--- src/pkg/base_cfg_pkg.sv ---
// Constants and types for the base decode and configuration block.
`default_nettype none
package base_cfg_pkg;

   // ---------------------------------------------------------------
   // Window base address register
   // ---------------------------------------------------------------
   localparam logic [31:0] BASE_REG_ADDR   = 32'h0003ff00;
   localparam logic [3:0]  FC_CPU_SPACE    = 4'h7;
   localparam logic [31:0] BASE_RESET      = 32'h00000000;
   localparam logic [31:0] BASE_WR_MASK    = 32'hfffff3ff;
   localparam int          BASE_ADDR_LSB   = 12;
   localparam int          SPACE_MASK_LSB  = 1;
   localparam int          SPACE_MASK_W    = 9;
   localparam int          VALID_BIT       = 0;

   // ---------------------------------------------------------------
   // Module configuration register
   // ---------------------------------------------------------------
   localparam logic [11:0] CFG_OFFSET      = 12'h000;
   localparam logic [15:0] CFG_RESET       = 16'h608f;
   localparam logic [15:0] CFG_WR_MASK     = 16'h738f;
   localparam int          FRZ_TIMERS_BIT  = 14;
   localparam int          FRZ_BUSMON_BIT  = 13;
   localparam int          FULL_IRQ_BIT    = 12;
   localparam int          SHOW_SEL_LSB    = 8;
   localparam int          SUPERVISOR_RESTRICT_BIT        = 7;
   localparam int          ARB_PRIO_LSB    = 0;

   // ---------------------------------------------------------------
   // Function codes and port B roles
   // ---------------------------------------------------------------
   localparam logic [3:0]  FC_SUPERVISOR_RESTRICT_DATA    = 4'h5;
   localparam int          FC_SUPERVISOR_RESTRICT_BIT     = 2;
   localparam logic [6:0]  IRQ_ALL_LINES   = 7'h7f;
   localparam logic [6:0]  IRQ_FOUR_LINES  = 7'h0f;
   localparam logic [3:0]  CS_ALL_LINES    = 4'hf;

   typedef enum logic [1:0] {
      SHOW_OFF_ARB_ON  = 2'h0,
      SHOW_ON_ARB_OFF  = 2'h1,
      SHOW_ON_ARB_ON   = 2'h2,
      SHOW_ON_ARB_ON_B = 2'h3
   } show_sel_type;

endpackage
`default_nettype wire

--- src/pkg/show_cycle_if.sv ---
// Carrier between the decoder and the show-cycle sequencer.
`default_nettype none
interface show_cycle_if;
   logic        start;
   logic [31:0] addr;
   logic [31:0] data;
   logic [3:0]  fc;
   logic        we;
   logic        busy;

   modport ctrl (output start, addr, data, fc, we, input busy);
   modport seq  (input start, addr, data, fc, we, output busy);
endinterface
`default_nettype wire

--- src/hw/show_cycle_seq.sv ---
// Show-cycle sequencer that mirrors internal transfers on the pins.
`default_nettype none
module show_cycle_seq
   import base_cfg_pkg::*;
(
   // Clock and reset
   input  wire logic        clk_sys_i,
   input  wire logic        reset_i,
   // Request carrier
   show_cycle_if.seq        sh,
   // External bus pins
   output logic [31:0]      ext_addr_o,
   output logic             ext_addr_oe_o,
   output logic [31:0]      ext_data_o,
   output logic             ext_data_oe_o,
   output logic [3:0]       ext_fc_o,
   output logic             ext_rw_o,
   output logic             ext_as_n_o,
   output logic             ext_ds_n_o
);

   typedef enum logic [2:0] {S_IDLE, S_ADDR, S_STRB, S_NEG, S_HOLD}
      seq_state_type;

   seq_state_type state_q;

   // ---------------------------------------------------------------
   // Sequence
   // ---------------------------------------------------------------
   always_ff @(posedge clk_sys_i) begin
      if (reset_i) begin
         state_q <= S_IDLE;
      end else begin
         case (state_q)
            S_IDLE:  if (sh.start) state_q <= S_ADDR;
            S_ADDR:  state_q <= S_STRB;
            S_STRB:  state_q <= S_NEG;
            S_NEG:   state_q <= S_HOLD;
            S_HOLD:  state_q <= S_IDLE;
            default: state_q <= S_IDLE;
         endcase
      end
   end

   always_ff @(posedge clk_sys_i) begin
      if (reset_i) begin
         ext_addr_o <= 32'h00000000;
         ext_data_o <= 32'h00000000;
         ext_fc_o   <= 4'h0;
         ext_rw_o   <= 1'b1;
      end else if (state_q == S_IDLE && sh.start) begin
         ext_addr_o <= sh.addr;
         ext_data_o <= sh.data;
         ext_fc_o   <= sh.fc;
         ext_rw_o   <= !sh.we;
      end
   end

   always_ff @(posedge clk_sys_i) begin
      if (reset_i) begin
         ext_addr_oe_o <= 1'b0;
         ext_data_oe_o <= 1'b0;
         ext_ds_n_o    <= 1'b1;
      end else begin
         ext_addr_oe_o <= (state_q == S_IDLE) ? sh.start
                          : (state_q != S_HOLD);
         ext_data_oe_o <= (state_q == S_ADDR) || (state_q == S_STRB)
                          || (state_q == S_NEG);
         ext_ds_n_o    <= !(state_q == S_ADDR);
      end
   end

   assign ext_as_n_o = 1'b1;
   assign sh.busy    = (state_q != S_IDLE);

   // ---------------------------------------------------------------
   // Checks
   // ---------------------------------------------------------------
   a_show_as_idle: assert property (@(posedge clk_sys_i)
      disable iff (reset_i) ext_as_n_o)
      else $error("Address strobe asserted during show cycle.");

   a_data_after_ds: assert property (@(posedge clk_sys_i)
      disable iff (reset_i)
      $rose(ext_ds_n_o) |-> ext_data_oe_o ##1 ext_data_oe_o)
      else $error("Show data not held after strobe negation.");

   a_ds_with_addr: assert property (@(posedge clk_sys_i)
      disable iff (reset_i)
      !ext_ds_n_o |-> ext_addr_oe_o && $past(ext_addr_oe_o))
      else $error("Data strobe without driven address.");

endmodule
`default_nettype wire

--- src/hw/base_decode_config.sv ---
// Relocatable window decode and top-level configuration register.
//
// Summary of operation
// - Base field bits 31..12 place 4K window.
// - Base register only at CPU space 7.
// - Set mask bit sends that space external.
// - Top mask bit codes 1xxx, rest 7..0.
// - Window closed until valid flag set.
// - Base register access never runs externally.
// - Configuration register: supervisor access only, user access errors.
// - Freeze with timer bit halts timers.
// - Freeze with monitor bit disables bus monitor.
// - Full-irq bit: seven irqs, else four+four.
// - Show cycle drives bus, data strobe times.
// - Show data valid after strobe negation.
// - No show cycles means nothing driven.
// - Show select decodes show and arbitration.
// - Bus requests ignored while arbitration off.
// - Supervisor bit: user writes refused, error.
// - Arbitration field resets F, zero discards.
`default_nettype none
module base_decode_config
   import base_cfg_pkg::*;
(
   // Clock and reset
   input  wire logic        clk_sys_i,
   input  wire logic        reset_i,
   // Processor access
   input  wire logic        cpu_req_i,
   input  wire logic        cpu_we_i,
   input  wire logic [3:0]  cpu_fc_i,
   input  wire logic [31:0] cpu_addr_i,
   input  wire logic [31:0] cpu_wdata_i,
   output logic [31:0]      cpu_rdata_o,
   output logic             cpu_ack_o,
   output logic             cpu_bus_error_signal_o,
   output logic             cpu_ext_o,
   // Other window registers
   output logic             periph_sel_o,
   output logic [11:0]      periph_ofs_o,
   // Debug freeze and monitors
   input  wire logic        freeze_i,
   output logic             timers_halt_o,
   output logic             busmon_disable_o,
   // Port B roles
   output logic [6:0]       portb_irq_en_o,
   output logic [3:0]       portb_cs_en_o,
   output logic             portb_autovec_o,
   // Interrupt arbitration
   output logic [3:0]       arb_priority_o,
   output logic             arb_enable_o,
   // External bus arbitration
   input  wire logic        ext_bus_req_i,
   output logic             ext_bus_req_seen_o,
   output logic             ext_arb_enable_o,
   output logic             show_enable_o,
   // External bus pins for show cycles
   output logic [31:0]      ext_addr_o,
   output logic             ext_addr_oe_o,
   output logic [31:0]      ext_data_o,
   output logic             ext_data_oe_o,
   output logic [3:0]       ext_fc_o,
   output logic             ext_rw_o,
   output logic             ext_as_n_o,
   output logic             ext_ds_n_o
);

   // ---------------------------------------------------------------
   // Registers
   // ---------------------------------------------------------------
   logic [31:0] base_q;
   logic [15:0] cfg_q;
   logic [31:0] rdata_q;
   logic        ack_q;
   logic        bus_error_signal_q;
   logic        ext_q;
   logic        periph_q;
   logic [11:0] periph_ofs_q;
   logic        freeze_s1_q;
   logic        freeze_s2_q;
   logic        busreq_s1_q;
   logic        busreq_s2_q;

   show_cycle_if sh ();

   // ---------------------------------------------------------------
   // Decode
   // ---------------------------------------------------------------
   logic [19:0]              base_field;
   logic [SPACE_MASK_W-1:0]  space_mask;
   logic                     base_valid;
   logic                     space_masked;
   logic                     base_hit;
   logic                     win_hit;
   logic                     cfg_hit;
   logic                     user_access;
   logic                     supervisor_restrict_refuse;
   logic                     cfg_refuse;
   show_sel_type             show_sel;
   logic                     show_en;
   logic                     arb_en;

   assign base_field = base_q[31:BASE_ADDR_LSB];
   assign space_mask = base_q[SPACE_MASK_LSB +: SPACE_MASK_W];
   assign base_valid = base_q[VALID_BIT];

   always_comb begin
      if (cpu_fc_i[3]) begin
         space_masked = space_mask[SPACE_MASK_W-1];
      end else begin
         space_masked = space_mask[cpu_fc_i[2:0]];
      end
   end

   assign base_hit = (cpu_fc_i == FC_CPU_SPACE)
                     && (cpu_addr_i == BASE_REG_ADDR);

   assign win_hit = !base_hit && base_valid && !space_masked
                    && (cpu_addr_i[31:BASE_ADDR_LSB] == base_field);

   assign cfg_hit     = win_hit
                        && (cpu_addr_i[11:2] == CFG_OFFSET[11:2]);
   assign user_access = !cpu_fc_i[FC_SUPERVISOR_RESTRICT_BIT];
   assign cfg_refuse  = cfg_hit && user_access;
   assign supervisor_restrict_refuse = win_hit && !cfg_hit && cpu_we_i
                        && user_access && cfg_q[SUPERVISOR_RESTRICT_BIT];

   assign show_sel = show_sel_type'(cfg_q[SHOW_SEL_LSB +: 2]);

   always_comb begin
      case (show_sel)
         SHOW_OFF_ARB_ON: begin
            show_en = 1'b0;
            arb_en  = 1'b1;
         end
         SHOW_ON_ARB_OFF: begin
            show_en = 1'b1;
            arb_en  = 1'b0;
         end
         default: begin
            show_en = 1'b1;
            arb_en  = 1'b1;
         end
      endcase
   end

   // ---------------------------------------------------------------
   // Base register
   // ---------------------------------------------------------------
   always_ff @(posedge clk_sys_i) begin
      if (reset_i) begin
         base_q <= BASE_RESET;
      end else if (cpu_req_i && cpu_we_i && base_hit) begin
         base_q <= cpu_wdata_i & BASE_WR_MASK;
      end
   end

   // ---------------------------------------------------------------
   // Configuration register
   // ---------------------------------------------------------------
   always_ff @(posedge clk_sys_i) begin
      if (reset_i) begin
         cfg_q <= CFG_RESET;
      end else if (cpu_req_i && cpu_we_i && cfg_hit && !cfg_refuse) begin
         cfg_q <= cpu_wdata_i[15:0] & CFG_WR_MASK;
      end
   end

   // ---------------------------------------------------------------
   // Access answer
   // ---------------------------------------------------------------
   always_ff @(posedge clk_sys_i) begin
      if (reset_i) begin
         ack_q    <= 1'b0;
         bus_error_signal_q   <= 1'b0;
         ext_q    <= 1'b0;
         periph_q <= 1'b0;
      end else begin
         ack_q    <= cpu_req_i && (base_hit
                     || (cfg_hit && !cfg_refuse));
         bus_error_signal_q   <= cpu_req_i && (supervisor_restrict_refuse || cfg_refuse);
         ext_q    <= cpu_req_i && !base_hit && !win_hit;
         periph_q <= cpu_req_i && win_hit && !cfg_hit && !supervisor_restrict_refuse;
      end
   end

   always_ff @(posedge clk_sys_i) begin
      if (reset_i) begin
         rdata_q      <= 32'h00000000;
         periph_ofs_q <= 12'h000;
      end else if (cpu_req_i) begin
         periph_ofs_q <= cpu_addr_i[11:0];
         if (base_hit) begin
            rdata_q <= base_q;
         end else if (cfg_hit && !cfg_refuse) begin
            rdata_q <= {16'h0000, cfg_q};
         end else begin
            rdata_q <= 32'h00000000;
         end
      end
   end

   assign cpu_rdata_o  = rdata_q;
   assign cpu_ack_o    = ack_q;
   assign cpu_bus_error_signal_o   = bus_error_signal_q;
   assign cpu_ext_o    = ext_q;
   assign periph_sel_o = periph_q;
   assign periph_ofs_o = periph_ofs_q;

   // ---------------------------------------------------------------
   // Pin synchronisers
   // ---------------------------------------------------------------
   always_ff @(posedge clk_sys_i) begin
      if (reset_i) begin
         freeze_s1_q <= 1'b0;
         freeze_s2_q <= 1'b0;
      end else begin
         freeze_s1_q <= freeze_i;
         freeze_s2_q <= freeze_s1_q;
      end
   end

   always_ff @(posedge clk_sys_i) begin
      if (reset_i) begin
         busreq_s1_q <= 1'b0;
         busreq_s2_q <= 1'b0;
      end else begin
         busreq_s1_q <= ext_bus_req_i;
         busreq_s2_q <= busreq_s1_q;
      end
   end

   // ---------------------------------------------------------------
   // Configuration outputs
   // ---------------------------------------------------------------
   assign timers_halt_o    = freeze_s2_q && cfg_q[FRZ_TIMERS_BIT];
   assign busmon_disable_o = freeze_s2_q && cfg_q[FRZ_BUSMON_BIT];

   assign portb_irq_en_o  = cfg_q[FULL_IRQ_BIT] ? IRQ_ALL_LINES
                            : IRQ_FOUR_LINES;
   assign portb_cs_en_o   = cfg_q[FULL_IRQ_BIT] ? 4'h0
                            : CS_ALL_LINES;
   assign portb_autovec_o = cfg_q[FULL_IRQ_BIT];

   assign arb_priority_o = cfg_q[ARB_PRIO_LSB +: 4];
   assign arb_enable_o   = (cfg_q[ARB_PRIO_LSB +: 4] != 4'h0);

   assign ext_arb_enable_o   = arb_en;
   assign show_enable_o      = show_en;
   assign ext_bus_req_seen_o = busreq_s2_q && arb_en;

   // ---------------------------------------------------------------
   // Show cycles
   // ---------------------------------------------------------------
   assign sh.start = cpu_req_i && win_hit && show_en
                     && !sh.busy && !supervisor_restrict_refuse && !cfg_refuse;
   assign sh.addr  = cpu_addr_i;
   assign sh.data  = cpu_we_i ? cpu_wdata_i
                     : (cfg_hit ? {16'h0000, cfg_q} : 32'h00000000);
   assign sh.fc    = cpu_fc_i;
   assign sh.we    = cpu_we_i;

   show_cycle_seq u_show (
      .clk_sys_i     (clk_sys_i),
      .reset_i       (reset_i),
      .sh            (sh),
      .ext_addr_o    (ext_addr_o),
      .ext_addr_oe_o (ext_addr_oe_o),
      .ext_data_o    (ext_data_o),
      .ext_data_oe_o (ext_data_oe_o),
      .ext_fc_o      (ext_fc_o),
      .ext_rw_o      (ext_rw_o),
      .ext_as_n_o    (ext_as_n_o),
      .ext_ds_n_o    (ext_ds_n_o)
   );

   // ---------------------------------------------------------------
   // Checks
   // ---------------------------------------------------------------
   a_base_stays_inside: assert property (@(posedge clk_sys_i)
      disable iff (reset_i)
      cpu_req_i && base_hit && !sh.busy |=> cpu_ack_o && !cpu_ext_o
      && !ext_addr_oe_o)
      else $error("Base register access went external.");

   a_base_space_only: assert property (@(posedge clk_sys_i)
      disable iff (reset_i)
      cpu_req_i && cpu_we_i && cpu_fc_i != FC_CPU_SPACE
      && !win_hit |=> $stable(base_q))
      else $error("Base register written outside CPU space.");

   a_invalid_external: assert property (@(posedge clk_sys_i)
      disable iff (reset_i)
      cpu_req_i && !base_valid && !base_hit |=> cpu_ext_o && !cpu_ack_o)
      else $error("Window answered while base register invalid.");

   a_masked_external: assert property (@(posedge clk_sys_i)
      disable iff (reset_i)
      cpu_req_i && !base_hit && base_valid
      && cpu_addr_i[31:12] == base_q[31:12]
      && (cpu_fc_i[3] ? base_q[9] : base_q[cpu_fc_i[2:0] + 1])
      |=> cpu_ext_o && !periph_sel_o)
      else $error("Masked space decoded internally.");

   a_window_hit: assert property (@(posedge clk_sys_i)
      disable iff (reset_i)
      cpu_req_i && cpu_ext_o == 1'b0 ##1 cpu_ext_o |-> !$past(win_hit))
      else $error("Window hit went external.");

   a_freeze_timers: assert property (@(posedge clk_sys_i)
      disable iff (reset_i)
      freeze_i [*3] ##0 cfg_q[FRZ_TIMERS_BIT] |-> timers_halt_o)
      else $error("Timers not halted under freeze.");

   a_freeze_busmon: assert property (@(posedge clk_sys_i)
      disable iff (reset_i)
      !freeze_i [*3] |-> !busmon_disable_o)
      else $error("Bus monitor disabled without freeze.");

   a_portb_roles: assert property (@(posedge clk_sys_i)
      disable iff (reset_i)
      cfg_q[FULL_IRQ_BIT] |-> portb_irq_en_o == 7'h7f
      && portb_cs_en_o == 4'h0 && portb_autovec_o)
      else $error("Port B roles wrong in full interrupt mode.");

   a_no_show_drive: assert property (@(posedge clk_sys_i)
      disable iff (reset_i)
      !show_en [*5] |-> ext_ds_n_o && !ext_data_oe_o)
      else $error("Bus driven with show cycles disabled.");

   a_arb_off_ignore: assert property (@(posedge clk_sys_i)
      disable iff (reset_i)
      show_sel == SHOW_ON_ARB_OFF |-> !ext_bus_req_seen_o)
      else $error("Bus request seen while arbitration off.");

   a_user_write_err: assert property (@(posedge clk_sys_i)
      disable iff (reset_i)
      cpu_req_i && supervisor_restrict_refuse |=> cpu_bus_error_signal_o && !periph_sel_o
      && !cpu_ack_o)
      else $error("User write not refused with bus error.");

   a_cfg_reset: assert property (@(posedge clk_sys_i)
      $fell(reset_i) |-> cfg_q == 16'h608f && arb_enable_o)
      else $error("Configuration reset value wrong.");

   a_reserved_zero: assert property (@(posedge clk_sys_i)
      disable iff (reset_i)
      (cfg_q & ~CFG_WR_MASK) == 16'h0000
      && (base_q & ~BASE_WR_MASK) == 32'h00000000)
      else $error("Reserved bits hold a one.");

endmodule
`default_nettype wire

--- config.mk ---
export PLATFORM = sky130hd
export DESIGN_NAME = base_decode_config
export DESIGN_NICKNAME = d
export VERILOG_FILES = /design/src/pkg/base_cfg_pkg.sv /design/src/pkg/show_cycle_if.sv /design/src/hw/show_cycle_seq.sv /design/src/hw/base_decode_config.sv
export SDC_FILE = /design/constraint.sdc
export NUM_CORES = 1
export LEC_CHECK = 0
export CAP_MARGIN = 40
export CELL_PAD_IN_SITES_DETAIL_PLACEMENT = 1
export CELL_PAD_IN_SITES_GLOBAL_PLACEMENT = 1
export CORE_MARGIN = 4
export CORE_UTILIZATION = 38
export DETAILED_ROUTE_END_ITERATION = 16
export DONT_BUFFER_PORTS = 1
export PLACE_DENSITY = 0.66
export SYNTH_ARGS = -nofsm -noshare
export SYNTH_HDL_FRONTEND = slang
export SYNTH_HIERARCHICAL = 1
export SYNTH_SLANG_ARGS = --single-unit
--- constraint.sdc ---
create_clock -name clk_sys_i -period 7.3 [get_ports clk_sys_i]
set_input_delay 0.73 -clock clk_sys_i [delete_from_list [all_inputs] [get_ports clk_sys_i]]
set_output_delay 0.73 -clock clk_sys_i [all_outputs]
set_load 0.03 [all_outputs]
==> metrics.csv <==
metric,value,unit
vias in the first global route,6143,
Num CTS Buffers,17,
"Reg clk slew, reported paths",0.06,ns
HPWL Detailed,17.3,mm
Root Driver,clkbuf_16,
die area,23100,sq um
first-pass GRT wire length,37.0,mm
CP Cell Sequence,"nor4b_1, nand4_1, nor3_2, buf_4, nand4bb_1, nor4_1, nor4b_4, buf_4, o31a_2",
Main synth FF type,dfxtp_1,
area of the core,20300,sq um
total placed cells including tap cells,1054,
Worst Hold Class,primary input to flip-flop,
synthesized flop and latch total,165,
critical path required time,7.61,ns
clock sink count,165,
power density over the cells,232,nW/um^2
Die Ht,152,um
TritonCTS clock tree,done,
drt drc,0,
Tmin final,3.51,ns
Synth top area share,42.0,%
clk_lat worst skew,0.43,ns
Min-Delay Path Depth,1,
number of enable flip-flop cells after synthesis,0,
Die W,152,um
antenna violations before repair,1,
H-tree Lvls,4,
fin crit share,48.1,%
RePlAce Congestion,0.819,
grt met3 use,7.51,%
Final nets,877,
yosys warns,6,
Synth area leaders,"dfxtp_1 42%, mux2i_1 15%, nand2b_1 14%",
max-slew violation count,0,
Post-Syn Area,7870,sq um
Worst VDD drop,0.137,mV
met1 Usage GRT,22.8,%
startpoint types,primary input,
GR peak layer,met2,
GRT overflow,0,
outcome,"finished, final reports clean",
Leak,2.85,nW
Setup CP Type,primary input to flip-flop,
Max Buffers Root-to-Sink,2,
path depth of the worst reg2reg path,8,
Max stage delay on crit path,0.65,ns
Starting Density,38.7,%
Non-Filler Instances,1086,
Max Freq,285,MHz
Post-CTS Hold Buffers,0,
GR Util met2,35.7,%
leading area contributor after synthesis,dfxtp_1,
CP max stage cell,nand4_1,
Antenna diodes,0,
"FFs w/ async S/R, synth",0,%
largest net degree at the start of global routing,240,
Port Buf Inserts,0,
Vias/cell,5.18,
Final Hold Viols,0,
Final ANT Viol Nets,0,
io pins,217,
crit path max fanout,46,
post-cts resize count,0,
DR pass1 iterations,4,
Rows,52,
Setup Viol. Count Final,0,
Post-CTS Setup Inserts,0,
Syn Area/Cell,9.29,sq um
layout cell share with drive strength beyond 1,5.76,%
Post-Syn Instances,847,
clk_skew,0.0141,ns
RSZ-0062 raised after global routing,no,
number of max-cap violations,0,
"Top cell by count, worst path",buf_4,
gr usage total,20.3,%
Synth cell types,45,
initial DRC count,285,
Slew @ Worst Pin,0.882,ns
area delta synth->final,6.78,%
worst path arrival time,3.82,ns
Rel. slew slack,41.0,%
Routed WL per cell,21.7,um
WL final,23.6,mm
"Seq/Total Area, Yosys",42.0,%
Worst Setup End Kind,flip-flop,
Tot Pwr,1.95,mW
vias,5626,
setup TNS,0,ns
[sequential cells by signal, indices dropped and copies added, names as in the netlist, 3 cells and up]
register and cells:
u_show/state_q 3, base_q 30, cfg_q 10, periph_ofs_o 12, u_show/ext_data_o 32, u_show/ext_addr_o 32, cpu_rdata_o 30, u_show/ext_fc_o 4
[per-layer routing]
metal / wire length [um] / vias to the layer above / share of wire [%]
li1: - / 2711 / -
met3: 1730 / 26 / 7.3
met5: 0 / - / 0
met2: 11900 / 157 / 51
met1: 9490 / 2732 / 40
met4: 448 / 0 / 1.9
[synthesized netlist by cell type (all sizes together) (4+ instances only)]
cell type	instances
a21oi	22
nor2	85
dfxtp	165
o21ai	20
nand2	33
xnor2	21
buf	40
nor3	4
clkbuf	34
nor4	7
nor4b	6
and2	25
mux2i	121
nand2b	174
o41ai	10
nand3	23
nor2b	6
inv	13
nand4	13
[worst paths after layout]
path | startpoint | to | slack [ns]
setup / recovery | cpu_addr_i[0] | u_show/ext_addr_oe_o | 3.79
hold / removal | freeze_i | freeze_s1_q | 0.43
setup reg to reg | base_q[30] | u_show/ext_data_o[23] | 3.84
hold reg to reg | freeze_s1_q | freeze_s2_q | 0.44
[cells by family (layout without fill, tap and decap cells)]
group	Yosys count	in the layout	share of synthesized area [%]
other	3	7	0.143
flip-flops	165	165	42.0
AO/OA/AOI/OAI	57	57	4.33
XOR/XNOR	21	21	2.34
AND/OR/NAND/NOR	391	391	28.2
multiplexers	123	123	16.0
buffers and inverters	87	52	7.06
[worst max-delay path, delay by kind of cell]
| family | cells | cell delay (ns) |
|---|---|---|
| and+or+nand+nor | 6 | 2.02 |
| AOI/OAI and AO/OA | 1 | 0.39 |
| buffers and inverters | 2 | 0.66 |
[cells in the final DEF, fill, tap and decap left out, types with 10 or more instances in the layout]
| cell | Yosys | final |
|---|---|---|
| clkbuf_16 | 0 | 17 |
| o21ai_1 | 18 | 18 |
| nor2_1 | 85 | 85 |
| nand4_1 | 11 | 11 |
| mux2i_1 | 121 | 121 |
| and2_1 | 25 | 25 |
| a21oi_1 | 22 | 22 |
| xnor2_1 | 21 | 21 |
| nand2_1 | 33 | 33 |
| inv_1 | 13 | 13 |
| o41ai_1 | 10 | 10 |
| nand3_1 | 23 | 23 |
| nand2b_1 | 174 | 174 |
| dfxtp_1 | 165 | 165 |
[report_power, final]
part           internal, mW  leakage (nW)  total (mW)  switching [mW]
logic                0.0401          1.22      0.0730          0.0328
registers             0.908          1.33       0.927          0.0193
clock network         0.583         0.289       0.949           0.367
[per-stage QoR]
step	instance area (sq um)	setup slack (ns)	hold slack, ns	util (%)
finish	8400	3.79	0.435	41.4
global route	8400	3.51	0.410	41.4
CTS	8400	3.70	0.359	41.4
detailed placement	7790	3.25	0.434	38.4
global placement	7750	3.32	0.415	38.2
floorplan	7880	4.21	0.414	-
[area by class of cell]
type	instances	area (sq um)
Clock buffer	24	462
Sequential cell	165	3300
Multi-Input combinational cell	599	4020
Clock inverter	8	149
Timing Repair Buffer	7	76.3
Fill cell	2354	11900
Tap cell	270	338
Inverter	13	48.8
Note: power is estimated with default switching activity, not from simulation.
